## config.mk

```make
export PLATFORM = sky130hd
export DESIGN_NAME = adc_trigger_sequencer
export DESIGN_NICKNAME = d
export VERILOG_FILES = /design/src/rtl/adc_seq_pkg.sv /design/src/rtl/conv_clk_div.sv /design/src/rtl/ext_trig_sync.sv /design/src/rtl/adc_trigger_sequencer.sv
export VERILOG_INCLUDE_DIRS = /design/src /design/src/rtl
export SDC_FILE = /design/constraint.sdc
export NUM_CORES = 1
export LEC_CHECK = 0
export CAP_MARGIN = 20
export CORE_MARGIN = 1
export CORE_UTILIZATION = 58
export CTS_CLUSTER_SIZE = 10
export DETAILED_ROUTE_END_ITERATION = 10
export DONT_BUFFER_PORTS = 1
export PLACE_DENSITY = 0.76
export SLEW_MARGIN = 20
export SYNTH_ARGS = -nofsm -noshare
export SYNTH_HDL_FRONTEND = slang
export SYNTH_SLANG_ARGS = --single-unit
```

## constraint.sdc

```tcl
create_clock -name clk -period 3.26 [get_ports clk]
set_input_delay 0.163 -clock clk [delete_from_list [all_inputs] [get_ports clk]]
set_output_delay 0.163 -clock clk [all_outputs]
set_load 0.005 [all_outputs]
```

## src/rtl/adc_seq_map.svh

```systemverilog
// Register offsets, field positions, reset values and cycle counts
`ifndef ADC_SEQ_MAP_SVH
`define ADC_SEQ_MAP_SVH

// ----------------------------------------
// Register offsets
// ----------------------------------------
`define OFS_CTRL0 12'h000
`define OFS_CTRL1 12'h004
`define OFS_CTRL2 12'h008
`define OFS_STATUS 12'h00C
`define OFS_RESULT 12'h020
`define RESULT_CNT 8

// ----------------------------------------
// Field positions
// ----------------------------------------
`define F0_CHAN 2:0
`define F0_MODE 5:3
`define F0_TRIGSEL 6
`define F0_START 7
`define F1_REFCON 0
`define F1_RES10 1
`define F1_SHEN 2
`define F1_DIV 5:3
`define F2_TSRC 1:0
`define F2_PGRP 3:2
`define F2_DMA 4

// ----------------------------------------
// Reset values
// ----------------------------------------
`define RST_CTRL0 8'h00
`define RST_CTRL1 6'h00
`define RST_CTRL2 5'h00

// ----------------------------------------
// Divider ratios and cycles per conversion
// ----------------------------------------
`define DIV_R0 4'h1
`define DIV_R1 4'h2
`define DIV_R2 4'h3
`define DIV_R3 4'h4
`define DIV_R4 4'h6
`define DIV_R5 4'h8
`define CYC_8_NOSH 6'd49
`define CYC_10_NOSH 6'd59
`define CYC_8_SH 6'd28
`define CYC_10_SH 6'd33
`define BITS_8 6'd8
`define BITS_10 6'd10
`define SAR_MSB 10'h200

`endif

```

## src/rtl/adc_seq_pkg.sv

```systemverilog
// Types shared by the converter sequencer modules
package adc_seq_pkg;

	typedef enum logic [2:0] {
		MODE_ONESHOT = 3'h0,
		MODE_REPEAT = 3'h1,
		MODE_SWEEP = 3'h2,
		MODE_RSWEEP0 = 3'h3,
		MODE_RSWEEP1 = 3'h4,
		MODE_SELFTEST = 3'h5
	} mode_t;

	typedef enum logic [1:0] {
		ST_IDLE = 2'h0,
		ST_SAMPLE = 2'h1,
		ST_CONVERT = 2'h3
	} conv_state_t;

	typedef enum logic [1:0] {
		TSRC_EXT = 2'h0,
		TSRC_TB2 = 2'h1,
		TSRC_TA0 = 2'h2
	} tsrc_t;

	typedef struct packed {
		logic [2:0] chan_sel;
		mode_t mode;
		logic trig_sel;
		logic start;
		logic ref_conn;
		logic res10;
		logic sh_en;
		logic [2:0] div_sel;
		logic [1:0] trig_src;
		logic [1:0] port_grp;
		logic dma;
		conv_state_t state;
		logic [5:0] cnt;
		logic [2:0] ch;
		logic [9:0] trial;
		logic [7:0][9:0] result;
		logic [31:0] rdata;
		logic irq;
	} seq_state_t;

	typedef struct packed {
		logic [3:0] cnt;
		logic tick;
	} div_state_t;

	typedef struct packed {
		logic s1;
		logic s2;
		logic s3;
		logic fall;
	} sync_state_t;

endpackage

```

## src/rtl/conv_clk_div.sv

```systemverilog
// Conversion clock enable divider
`timescale 1ns/1ps
`default_nettype none
`include "adc_seq_map.svh"
module conv_clk_div import adc_seq_pkg::*; (
	input wire logic clk,
	input wire logic sys_rst,
	input wire logic ce,
	input wire logic clr,
	input wire logic [2:0] div_sel,
	output logic tick
);
	div_state_t q, d;
	logic [3:0] ratio;

	always_comb begin
		case (div_sel)
			3'h0: ratio = `DIV_R0;
			3'h1: ratio = `DIV_R1;
			3'h2: ratio = `DIV_R2;
			3'h3: ratio = `DIV_R3;
			3'h4: ratio = `DIV_R4;
			3'h5: ratio = `DIV_R5;
			default: ratio = `DIV_R5;
		endcase
	end

	// Tick once every ratio clocks
	always_comb begin
		d = q;
		d.tick = 1'b0;
		if (clr) begin
			d.cnt = 4'h0;
		end else if (q.cnt >= ratio - 4'h1) begin
			d.cnt = 4'h0;
			d.tick = 1'b1;
		end else begin
			d.cnt = q.cnt + 4'h1;
		end
	end

	always_ff @(posedge clk) begin
		if (sys_rst) begin
			q <= '0;
		end else if (ce) begin
			q <= d;
		end
	end

	assign tick = q.tick;
endmodule
`default_nettype wire

```

## src/rtl/ext_trig_sync.sv

```systemverilog
// External trigger synchroniser and falling-edge detector
`timescale 1ns/1ps
`default_nettype none
module ext_trig_sync import adc_seq_pkg::*; (
	input wire logic clk,
	input wire logic sys_rst,
	input wire logic ce,
	input wire logic pin,
	output logic fall
);
	sync_state_t q, d;

	// Two flops, then edge from settled samples
	always_comb begin
		d = q;
		d.s1 = pin;
		d.s2 = q.s1;
		d.s3 = q.s2;
		d.fall = q.s3 & ~q.s2;
	end

	always_ff @(posedge clk) begin
		if (sys_rst) begin
			q <= 4'hE;
		end else if (ce) begin
			q <= d;
		end
	end

	assign fall = q.fall;
endmodule
`default_nettype wire

```

## src/rtl/adc_trigger_sequencer.sv

```systemverilog
// Converter sequencer: APB registers, triggers, SAR control, results
//
// Added by the designer: the register offsets and the APB register port.
`timescale 1ns/1ps
`default_nettype none
`include "adc_seq_map.svh"
module adc_trigger_sequencer import adc_seq_pkg::*; (
	input wire logic clk,
	input wire logic sys_rst,
	input wire logic ce,
	input wire logic psel,
	input wire logic penable,
	input wire logic pwrite,
	input wire logic [11:0] paddr,
	input wire logic [31:0] pwdata,
	output logic [31:0] prdata,
	output logic pready,
	output logic pslverr,
	input wire logic ext_trigger_pin,
	input wire logic tmr_a0_req,
	input wire logic tmr_b2_thin_req,
	input wire logic cmp_in,
	output logic [9:0] sar_trial,
	output logic sample_on,
	output logic [4:0] ana_chan,
	output logic self_test_on,
	output logic ref_connect_bit,
	output logic conv_busy,
	output logic conv_irq
);
	seq_state_t q, n;
	logic conv_tick;
	logic ext_fall;
	logic wr_en;
	logic map_ok;
	logic [31:0] rd_val;
	logic trig_evt;
	logic [5:0] tot;
	logic [5:0] bits;
	logic [5:0] samp_n;
	logic [5:0] k;
	logic [3:0] p;
	logic [9:0] t;
	logic [9:0] resv;
	logic [2:0] ridx;
	logic sweep;
	logic launch;
	logic [2:0] widx;

	// ----------------------------------------
	// Submodules
	// ----------------------------------------
	conv_clk_div u_div (
		.clk(clk),
		.sys_rst(sys_rst),
		.ce(ce),
		.clr(q.state == ST_IDLE),
		.div_sel(q.div_sel),
		.tick(conv_tick)
	);

	ext_trig_sync u_sync (
		.clk(clk),
		.sys_rst(sys_rst),
		.ce(ce),
		.pin(ext_trigger_pin),
		.fall(ext_fall)
	);

	// ----------------------------------------
	// Bus decode
	// ----------------------------------------
	assign wr_en = psel & penable & pwrite;
	assign widx = paddr[4:2];

	always_comb begin
		map_ok = 1'b1;
		rd_val = 32'h0;
		case (paddr)
			`OFS_CTRL0: rd_val = {24'h0, q.start, q.trig_sel, q.mode,
				q.chan_sel};
			`OFS_CTRL1: rd_val = {26'h0, q.div_sel, q.sh_en, q.res10,
				q.ref_conn};
			`OFS_CTRL2: rd_val = {27'h0, q.dma, q.port_grp, q.trig_src};
			`OFS_STATUS: rd_val = {28'h0, q.ch, q.state != ST_IDLE};
			default: begin
				if (paddr[11:5] == `OFS_RESULT >> 5 && paddr[1:0] == 2'h0) begin
					rd_val = {22'h0, q.result[widx]};
				end else begin
					map_ok = 1'b0;
				end
			end
		endcase
	end

	// ----------------------------------------
	// Cycle budget
	// ----------------------------------------
	always_comb begin
		case ({q.sh_en, q.res10})
			2'b00: tot = `CYC_8_NOSH;
			2'b01: tot = `CYC_10_NOSH;
			2'b10: tot = `CYC_8_SH;
			2'b11: tot = `CYC_10_SH;
			default: tot = `CYC_10_NOSH;
		endcase
		bits = q.res10 ? `BITS_10 : `BITS_8;
		samp_n = tot - bits;
	end

	// ----------------------------------------
	// Trigger selection
	// ----------------------------------------
	always_comb begin
		case (tsrc_t'(q.trig_src))
			TSRC_EXT: trig_evt = ext_fall;
			TSRC_TB2: trig_evt = tmr_b2_thin_req;
			TSRC_TA0: trig_evt = tmr_a0_req;
			default: trig_evt = 1'b0;
		endcase
	end

	assign sweep = q.mode == MODE_SWEEP || q.mode == MODE_RSWEEP0 ||
		q.mode == MODE_RSWEEP1;

	// ----------------------------------------
	// Next state
	// ----------------------------------------
	always_comb begin
		n = q;
		n.irq = 1'b0;
		launch = 1'b0;
		k = q.cnt - samp_n;
		p = 4'h9 - k[3:0];
		t = q.trial;
		resv = 10'h0;
		ridx = q.dma ? 3'h0 : q.ch;
		if (psel && !penable) begin
			n.rdata = rd_val;
		end
		// Successive approximation steps
		if (conv_tick && q.state == ST_SAMPLE) begin
			n.cnt = q.cnt + 6'h1;
			if (q.cnt == samp_n - 6'h1) begin
				n.trial = `SAR_MSB;
				n.state = ST_CONVERT;
			end
		end else if (conv_tick && q.state == ST_CONVERT) begin
			if (!cmp_in) begin
				t[p] = 1'b0;
			end
			if (q.cnt == tot - 6'h1) begin
				resv = q.res10 ? t : {2'b00, t[9:2]};
				n.result[ridx] = resv;
				n.trial = t;
				n.cnt = 6'h0;
				n.state = ST_SAMPLE;
				if (sweep) begin
					if (q.ch == q.chan_sel) begin
						n.ch = 3'h0;
						if (q.mode == MODE_SWEEP) begin
							n.state = ST_IDLE;
							n.irq = 1'b1;
							n.start = q.trig_sel;
						end
					end else begin
						n.ch = q.ch + 3'h1;
					end
				end else if (q.mode == MODE_REPEAT) begin
					n.irq = q.dma;
				end else begin
					n.state = ST_IDLE;
					n.irq = 1'b1;
					if (!q.trig_sel) begin
						n.start = 1'b0;
					end
				end
			end else begin
				t[p - 4'h1] = 1'b1;
				n.trial = t;
				n.cnt = q.cnt + 6'h1;
			end
		end
		// Armed external or hardware trigger restarts
		if (q.start && q.trig_sel && trig_evt) begin
			launch = 1'b1;
		end
		// Register writes land last so a write wins over a same-cycle sequencer update
		if (wr_en) begin
			case (paddr)
				`OFS_CTRL0: begin
					n.chan_sel = pwdata[`F0_CHAN];
					n.mode = mode_t'(pwdata[`F0_MODE]);
					n.trig_sel = pwdata[`F0_TRIGSEL];
					n.start = pwdata[`F0_START];
					if (pwdata[`F0_START] && !pwdata[`F0_TRIGSEL]) begin
						launch = 1'b1;
					end
					if (!pwdata[`F0_START]) begin
						n.state = ST_IDLE;
						launch = 1'b0;
					end
				end
				`OFS_CTRL1: begin
					n.ref_conn = pwdata[`F1_REFCON];
					n.res10 = pwdata[`F1_RES10];
					n.sh_en = pwdata[`F1_SHEN];
					n.div_sel = pwdata[`F1_DIV];
				end
				`OFS_CTRL2: begin
					n.trig_src = pwdata[`F2_TSRC];
					n.port_grp = pwdata[`F2_PGRP];
					n.dma = pwdata[`F2_DMA];
				end
				default: begin
				end
			endcase
		end
		// Restart mid-conversion discards partial result
		if (launch) begin
			n.state = ST_SAMPLE;
			n.cnt = 6'h0;
			n.trial = 10'h0;
			n.ch = (n.mode == MODE_SWEEP || n.mode == MODE_RSWEEP0 ||
				n.mode == MODE_RSWEEP1) ? 3'h0 : n.chan_sel;
		end
	end

	always_ff @(posedge clk) begin
		if (sys_rst) begin
			q <= '0;
		end else if (ce) begin
			q <= n;
		end
	end

	// ----------------------------------------
	// Outputs
	// ----------------------------------------
	assign prdata = q.rdata;
	assign pready = psel & penable;
	assign pslverr = psel & penable & ~map_ok;
	assign sar_trial = q.trial;
	assign sample_on = q.state == ST_SAMPLE;
	assign ana_chan = {q.port_grp, q.ch};
	assign self_test_on = q.mode == MODE_SELFTEST;
	assign ref_connect_bit = q.ref_conn;
	assign conv_busy = q.state != ST_IDLE;
	assign conv_irq = q.irq;
endmodule
`default_nettype wire

```

Yosys cells after proc, flatten, opt, wreduce, memory -nomap -nowiden
Cells that the tools add are included.
W data, S select, Z words.
{"block": "classes", "mux": 71, "n_eq_ne": 28, "n_lt_le_gt_ge": 8, "reduce_logical": 36, "bitwise_logic": 10, "n_addsub": 10}
{"cell": "$mux W101", "n": 1}
{"cell": "$mux W10", "n": 10}
{"cell": "$bwmux W80", "n": 1}
{"cell": "$mux W80", "n": 1}
{"cell": "$mux W21", "n": 2}
{"cell": "$pmux W10 S4", "n": 1}
{"cell": "$bmux W10 S3", "n": 1}
{"cell": "$demux W10 S3", "n": 1}
{"cell": "$mux W1", "n": 29}
{"cell": "$eq A12 B4 Y1 const B", "n": 2}
{"cell": "$pmux W6 S4", "n": 1}
{"cell": "$pmux W4 S5", "n": 1}
{"cell": "$eq A3 B2 Y1 const B", "n": 6}
{"cell": "$mux W3", "n": 6}
{"cell": "$mux W8", "n": 2}
{"cell": "$eq A12 B3 Y1 const B", "n": 1}
{"cell": "$eq A3 B3 Y1 const B", "n": 4}
{"cell": "$eq A6 B6 Y1", "n": 2}
{"cell": "$logic_not A12 Y1", "n": 1}
{"cell": "$mux W2", "n": 6}
{"cell": "$mux W6", "n": 2}
{"cell": "$reduce_and A3 Y1", "n": 4}
{"cell": "$sub A6 B1 Y6 const B", "n": 2}
{"cell": "$and A10 B10 Y10", "n": 1}
{"cell": "other kinds (38)", "n": 75}
{"block": "word_totals", "ff_bits": 162, "wordCells": 194, "inputBits": 54}

Longest topological paths before layout
{"block": "depth", "word_depth": 27, "ltp_mapped": 13, "depth_no_buf": 13}

Cells and area by module
A second synthesis with hierarchy kept.
{"block": "hier_totals", "hier_cells": 834, "area_unflattened_um2": 7601.0}
{"module": "adc_trigger_sequencer", "area_each_um2": 7100.6, "instances": 1, "cells_each": 779}
{"module": "conv_clk_div", "area_each_um2": 356.6, "instances": 1, "cells_each": 42}
{"module": "ext_trig_sync", "area_each_um2": 143.9, "instances": 1, "cells_each": 13}

Least setup slack after synthesis
OpenSTA, ideal clock, no wires.
{"block": "synth_path", "path_type": "register -> register", "start": "register q[143] (netlist bit)", "end": "register with a tool-made name", "t_arrival_ns": 3.138, "synth_period_minus_slack_ns": 3.281, "path_buffers": 0, "path_stages_with_launch": 14, "path_slack_ns": -0.021, "setup_time_ns": 0.143, "cell_sequence": "dfxtp_1 inv_1 ha_1 inv_1 ha_1 ha_1 inv_1 fa_1 xnor2_1 xnor2_1 nor4_1 nor3b_1 a31oi_1 a211oi_1"}
{"item": "start, declared", "line": "adc_trigger_sequencer.sv:31", "source": "seq_state_t q, n;"}
{"item": "start signal, assigned", "line": "adc_trigger_sequencer.sv:233", "source": "q <= n;"}

Worst setup path after layout
{"block": "layout_path", "start": "register q[143] (netlist bit)", "end": "register q, in the netlist sar_trial[9]"}
{"block": "layout_between", "elab_chain_len": 19, "elab_cells_between_ends": 36, "cone_classes": "add/sub (6); order compare (4); eq/ne (6); mux (13); bitwise (3); reduce/logical (4)"}
{"item": "$eq A2 B2 Y1, or another cell as far along", "line": "adc_trigger_sequencer.sv:100", "source": "case ({q.sh_en, q.res10})"}
{"item": "$pmux W6 S4", "line": "adc_trigger_sequencer.sv:100"}
{"item": "$sub A6 B4 Y6", "line": "adc_trigger_sequencer.sv:108", "source": "samp_n = tot - bits;"}
{"item": "$sub A4 B4 Y4", "line": "adc_trigger_sequencer.sv:133", "source": "k = q.cnt - samp_n;"}
{"item": "$sub A4 B4 Y4", "line": "adc_trigger_sequencer.sv:134", "source": "p = 4'h9 - k[3:0];"}
{"item": "$lt A4 B5 Y1 (not written as such) or $ge A4 B1 Y1 (tied branches)", "line": "adc_trigger_sequencer.sv:150", "source": "t[p] = 1'b0;"}
{"item": "$logic_and A1 B1 Y1 (not written as such)", "line": "adc_trigger_sequencer.sv:150"}
{"item": "$mux W1 (not written as such)", "line": "adc_trigger_sequencer.sv:150"}
{"item": "(+3 left out)"}
{"item": "$mux W10", "line": "adc_trigger_sequencer.sv:149", "source": "if (!cmp_in) begin"}
{"item": "$mux W10", "line": "adc_trigger_sequencer.sv:148", "source": "end else if (conv_tick && q.state == ST_CONVERT) begin"}
{"item": "$mux W10", "line": "adc_trigger_sequencer.sv:142", "source": "if (conv_tick && q.state == ST_SAMPLE) begin"}
{"item": "$or A10 B10 Y10 (no line)"}
{"item": "$mux W10", "line": "adc_trigger_sequencer.sv:152", "source": "if (q.cnt == tot - 6'h1) begin"}
{"item": "$mux W101", "line": "adc_trigger_sequencer.sv:148"}
{"item": "$mux W10", "line": "adc_trigger_sequencer.sv:142"}
{"item": "$mux W21", "line": "adc_trigger_sequencer.sv:220", "source": "if (launch) begin"}
Parallel ways exist; a longest one is shown, timed or not. The select of a mux whose other input is x is not followed.
A chain may end at the register's enable or synchronous reset.

==> results_tabular.tex <==
\begin{tabular}{lr}
\hline
Metric & Value \\
\hline
\multicolumn{2}{l}{\textbf{Status}} \\
\quad Outcome & completed \\
\multicolumn{2}{l}{\textbf{Yosys}} \\
\quad Basic-gate share of the synthesized area counting and, or, nand and nor cells & 17.8\% \\
\quad Count of mapped cells out of synthesis & 836 \\
\quad Synthesized cell area & 7630 µm² \\
\quad Register bit total from synthesis & 140 \\
\quad Number of warnings reported in the yosys synthesis log & 0 \\
\quad Post-synthesis area per instance & 9.13 µm² \\
\quad Area fraction in compound gates after synthesis & 16.9\% \\
\quad Sequential share of the synthesized area & 36.7\% \\
\quad Post-synthesis async set-or-reset flop share & 0\% \\
\quad Post-synth EDFFs & 0 \\
\quad Dominant combinational cell family by area after synthesis & simple AND/OR/NAND/NOR gates \\
\quad Synth cell types & 65 \\
\quad Share of synthesized area spent on multiplexers & 13.3\% \\
\quad XOR/XNOR share of the synthesized area & 2.72\% \\
\quad Synth Area in Adders & 3.38\% \\
\quad Top flip-flop cell by instance count after synthesis & dfxtp\_1 \\
\multicolumn{2}{l}{\textbf{Critical path}} \\
\quad Worst setup SP type & flop \\
\quad Kind of capture point of the worst setup path & flop \\
\quad Critical path required time & 3550 ps \\
\quad Endpoint of the lowest-slack register-to-register path & sar\_trial[9] \\
\quad Logic depth of the worst register-to-register path & 16 \\
\quad Setup slack on the worst flop-to-flop path & 80 ps \\
\quad Maximum fanout along the worst path & 7 \\
\quad Worst setup path category & flop to flop \\
\quad Startpoint of the lowest-slack register-to-register path & q[143] \\
\quad Crit path arrival time & 3470 ps \\
\multicolumn{2}{l}{\textbf{Timing}} \\
\quad Unrepaired setup endpoints after global routing & yes \\
\quad Setup ws final & 81.6 ps \\
\quad Transition time at the pin with the least slew margin & 720 ps \\
\quad Period Utilization, post-route & 97.5\% \\
\quad Worst hold margin & 53.5 ps \\
\quad Final slew viol count & 0 \\
\quad Crit path time final & 3180 ps \\
\quad \# setup viols final & 0 \\
\quad Headroom to the max-slew limit & 51.7\% \\
\quad Final count of hold timing violations & 0 \\
\quad Fin Setup TNS & 0 ps \\
\quad Peak Freq & 315 MHz \\
\quad Layout Skew & 9.89 ps \\
\multicolumn{2}{l}{\textbf{Die}} \\
\quad \# IOs & 108 \\
\quad Site Rows & 41 \\
\quad Die span in y & 117 µm \\
\quad Effective utilization at floorplan & 60.0\% \\
\quad Die Width & 117 µm \\
\quad Die Area & 13600 µm² \\
\quad Core Region & 12700 µm² \\
\multicolumn{2}{l}{\textbf{Drt}} \\
\quad Detail-routed via count per cell & 6.15 \\
\quad Post-detailed-routing wire length & 19300 µm \\
\quad Post-route antenna net violation count & 0 \\
\quad DR DRC count & 0 \\
\quad Count of vias placed by the detailed router & 6282 \\
\quad Detail-routed net length per standard cell & 18.9 µm \\
\quad Count of TritonRoute iterations in the first routing pass & 5 \\
\quad Drt initial violations & 529 \\
\multicolumn{2}{l}{\textbf{Min path}} \\
\quad Class of the tightest hold or removal check & primary input to flop \\
\quad Worst min-delay path startpoint & ce \\
\quad Hold Path Depth & 3 \\
\quad Worst Hold Path EP & q[132] \\
\multicolumn{2}{l}{\textbf{Finish}} \\
\quad Antenna diode instance count & 0 \\
\quad Number of nets at the end of the flow & 910 \\
\quad Most common library cell in the layout ignoring fill and taps & nor2\_1 \\
\quad Top library cells by usage in the layout, fill and taps aside & nor2\_1 (141), dfxtp\_1 (139), a211oi\_1 (62) \\
\quad Share of final-layout standard cells stronger than drive strength 1 & 14.8\% \\
\quad Final cell count without fillers & 1021 \\
\quad Area growth syn-to-layout & 11.2\% \\
\multicolumn{2}{l}{\textbf{Clock tree}} \\
\quad Clock buffer count from CTS & 17 \\
\quad Sinks on Clock Net & 140 \\
\quad Largest buffer count on any clock path & 2 \\
\quad Clk\_lat worst skew & 420 ps \\
\quad Clock tree from TritonCTS & built \\
\quad CTS H-Tree Depth & 4 \\
\quad Clock Tree Root & clkbuf\_16 \\
\quad Clock-pin slew on the worst setup and hold paths & 60 ps \\
\multicolumn{2}{l}{\textbf{Placement}} \\
\quad IO buf count & 0 \\
\quad Setup slack after placement & -167 ps \\
\quad DP Cell Count & 959 \\
\quad GP Congestion & 0.921 \\
\quad Post-DP HPWL & 12500 µm \\
\multicolumn{2}{l}{\textbf{Pwr}} \\
\quad Power per standard cell area & 431 nW/µm² \\
\quad Peak VDD IR & 0.264 mV \\
\quad Static power due to leakage & 3.04 nW \\
\quad Overall power consumption & 3.66 mW \\
\multicolumn{2}{l}{\textbf{GRT}} \\
\quad Via count of the first global-routing pass & 6246 \\
\quad Overall routing resource usage & 30.0\% \\
\quad Initial antenna violation count & 0 \\
\quad Final global-route overflow total & 0 \\
\quad Maximum number of pins on one net before global-route repair & 102 \\
\quad Global-route wire length before repair & 31000 µm \\
\multicolumn{2}{l}{\textbf{Run}} \\
\quad Max Cap Violations & 0 \\
\hline
\end{tabular}
## critical path, stage by stage, from the launching register on
cell and delay [ps]:
dfxtp_2 330, inv_1 50, buf_4 170, ha_1 210
inv_1 60, ha_1 170, ha_1 160, inv_1 60
fa_2 430, xnor2_4 170, xor2_1 140, buf_4 180
o41ai_2 270, buf_4 180, a32oi_1 90, a32oi_1 280
nor2_1 70
## synthesized netlist by cell type, types with 6 or more instances
cell	number	area, µm²
mux2i_1	43	430
nand4_1	10	62.6
xor2_1	10	87.6
clkbuf_1	25	93.8
nand2_1	55	206
buf_4	51	383
and3_1	6	37.5
a211oi_1	63	473
a31oi_1	10	62.6
a21oi_1	27	135
xnor2_1	11	96.3
nor2_1	143	537
buf_1	7	26.3
nor3_1	14	70.1
a211oi_2	8	100
mux4_2	24	541
ha_1	19	238
buf_2	6	30.0
inv_1	21	78.8
o21ai_0	25	125
nand3_1	13	65.1
dfxtp_1	140	2800
## worst max path at each step
stage | from | end | slack, ps | depth (start not counted)
2_1_floorplan | q[143] | flop | -20 | 13
3_3_place_gp | q[143] | flop | 2 | 15
3_5_place_dp | q[143] | flop | -170 | 15
4_1_cts | q[143] | flop | 0.1 | 14
5_1_grt | q[143] | sar_trial[9] | -8 | 16
6_report | q[143] | sar_trial[9] | 80 | 16
## routing by layer
layer	track usage, %	wire (µm)
met1	36.2	8170
met2	50.2	9090
met3	8.30	1620
met4	13.2	442
met5	0	0
## per-stage QoR
| step | cell area [µm²] | utilization, % |
|---|---|---|
| 4_1_cts | 8390 | 66.0 |
| 6_report | 8490 | 66.7 |
| 2_1_floorplan | 7710 | - |
| 3_5_place_dp | 7520 | 59.1 |
| 5_1_grt | 8490 | 66.7 |
| 3_3_place_gp | 7520 | 59.1 |
## kinds of logic (layout without fill, tap and decap cells)
kind of cell | count (synthesis) | in the layout
and+or+nand+nor | 285 | 285
AOI/OAI and AO/OA | 178 | 178
DFF | 140 | 140
buffers and inverters | 118 | 110
muxes | 71 | 71
xor gates and xnor gates | 22 | 22
adders and majority gates | 20 | 20
other | 2 | 23
## timing repair
action | CTS | global route
resized for setup | 4 | 18
setup endpoints to repair | 18 | 89
hold endpoints to repair | 129 | 0
buffers inserted | 0 | 1
hold buffers | 29 | 0
pin swaps | 0 | 4
## report_power, final
| group | internal [mW] | switching (mW) | total [mW] |
|---|---|---|---|
| Sequential | 1.72 | 0.00480 | 1.72 |
| Clock | 1.06 | 0.787 | 1.85 |
| Combinational | 0.0351 | 0.0510 | 0.0862 |
| Total | 2.82 | 0.842 | 3.66 |
## layout make-up
class | instances | area [µm²]
multi-input combinational | 599 | 4310
fill | 992 | 4230
sequential | 140 | 2800
timing repair buffer | 57 | 522
clock buffer | 18 | 429
tap | 172 | 215
clock inverter | 14 | 135
inverter | 21 | 78.8
Power figures use the tool's default switching activity.
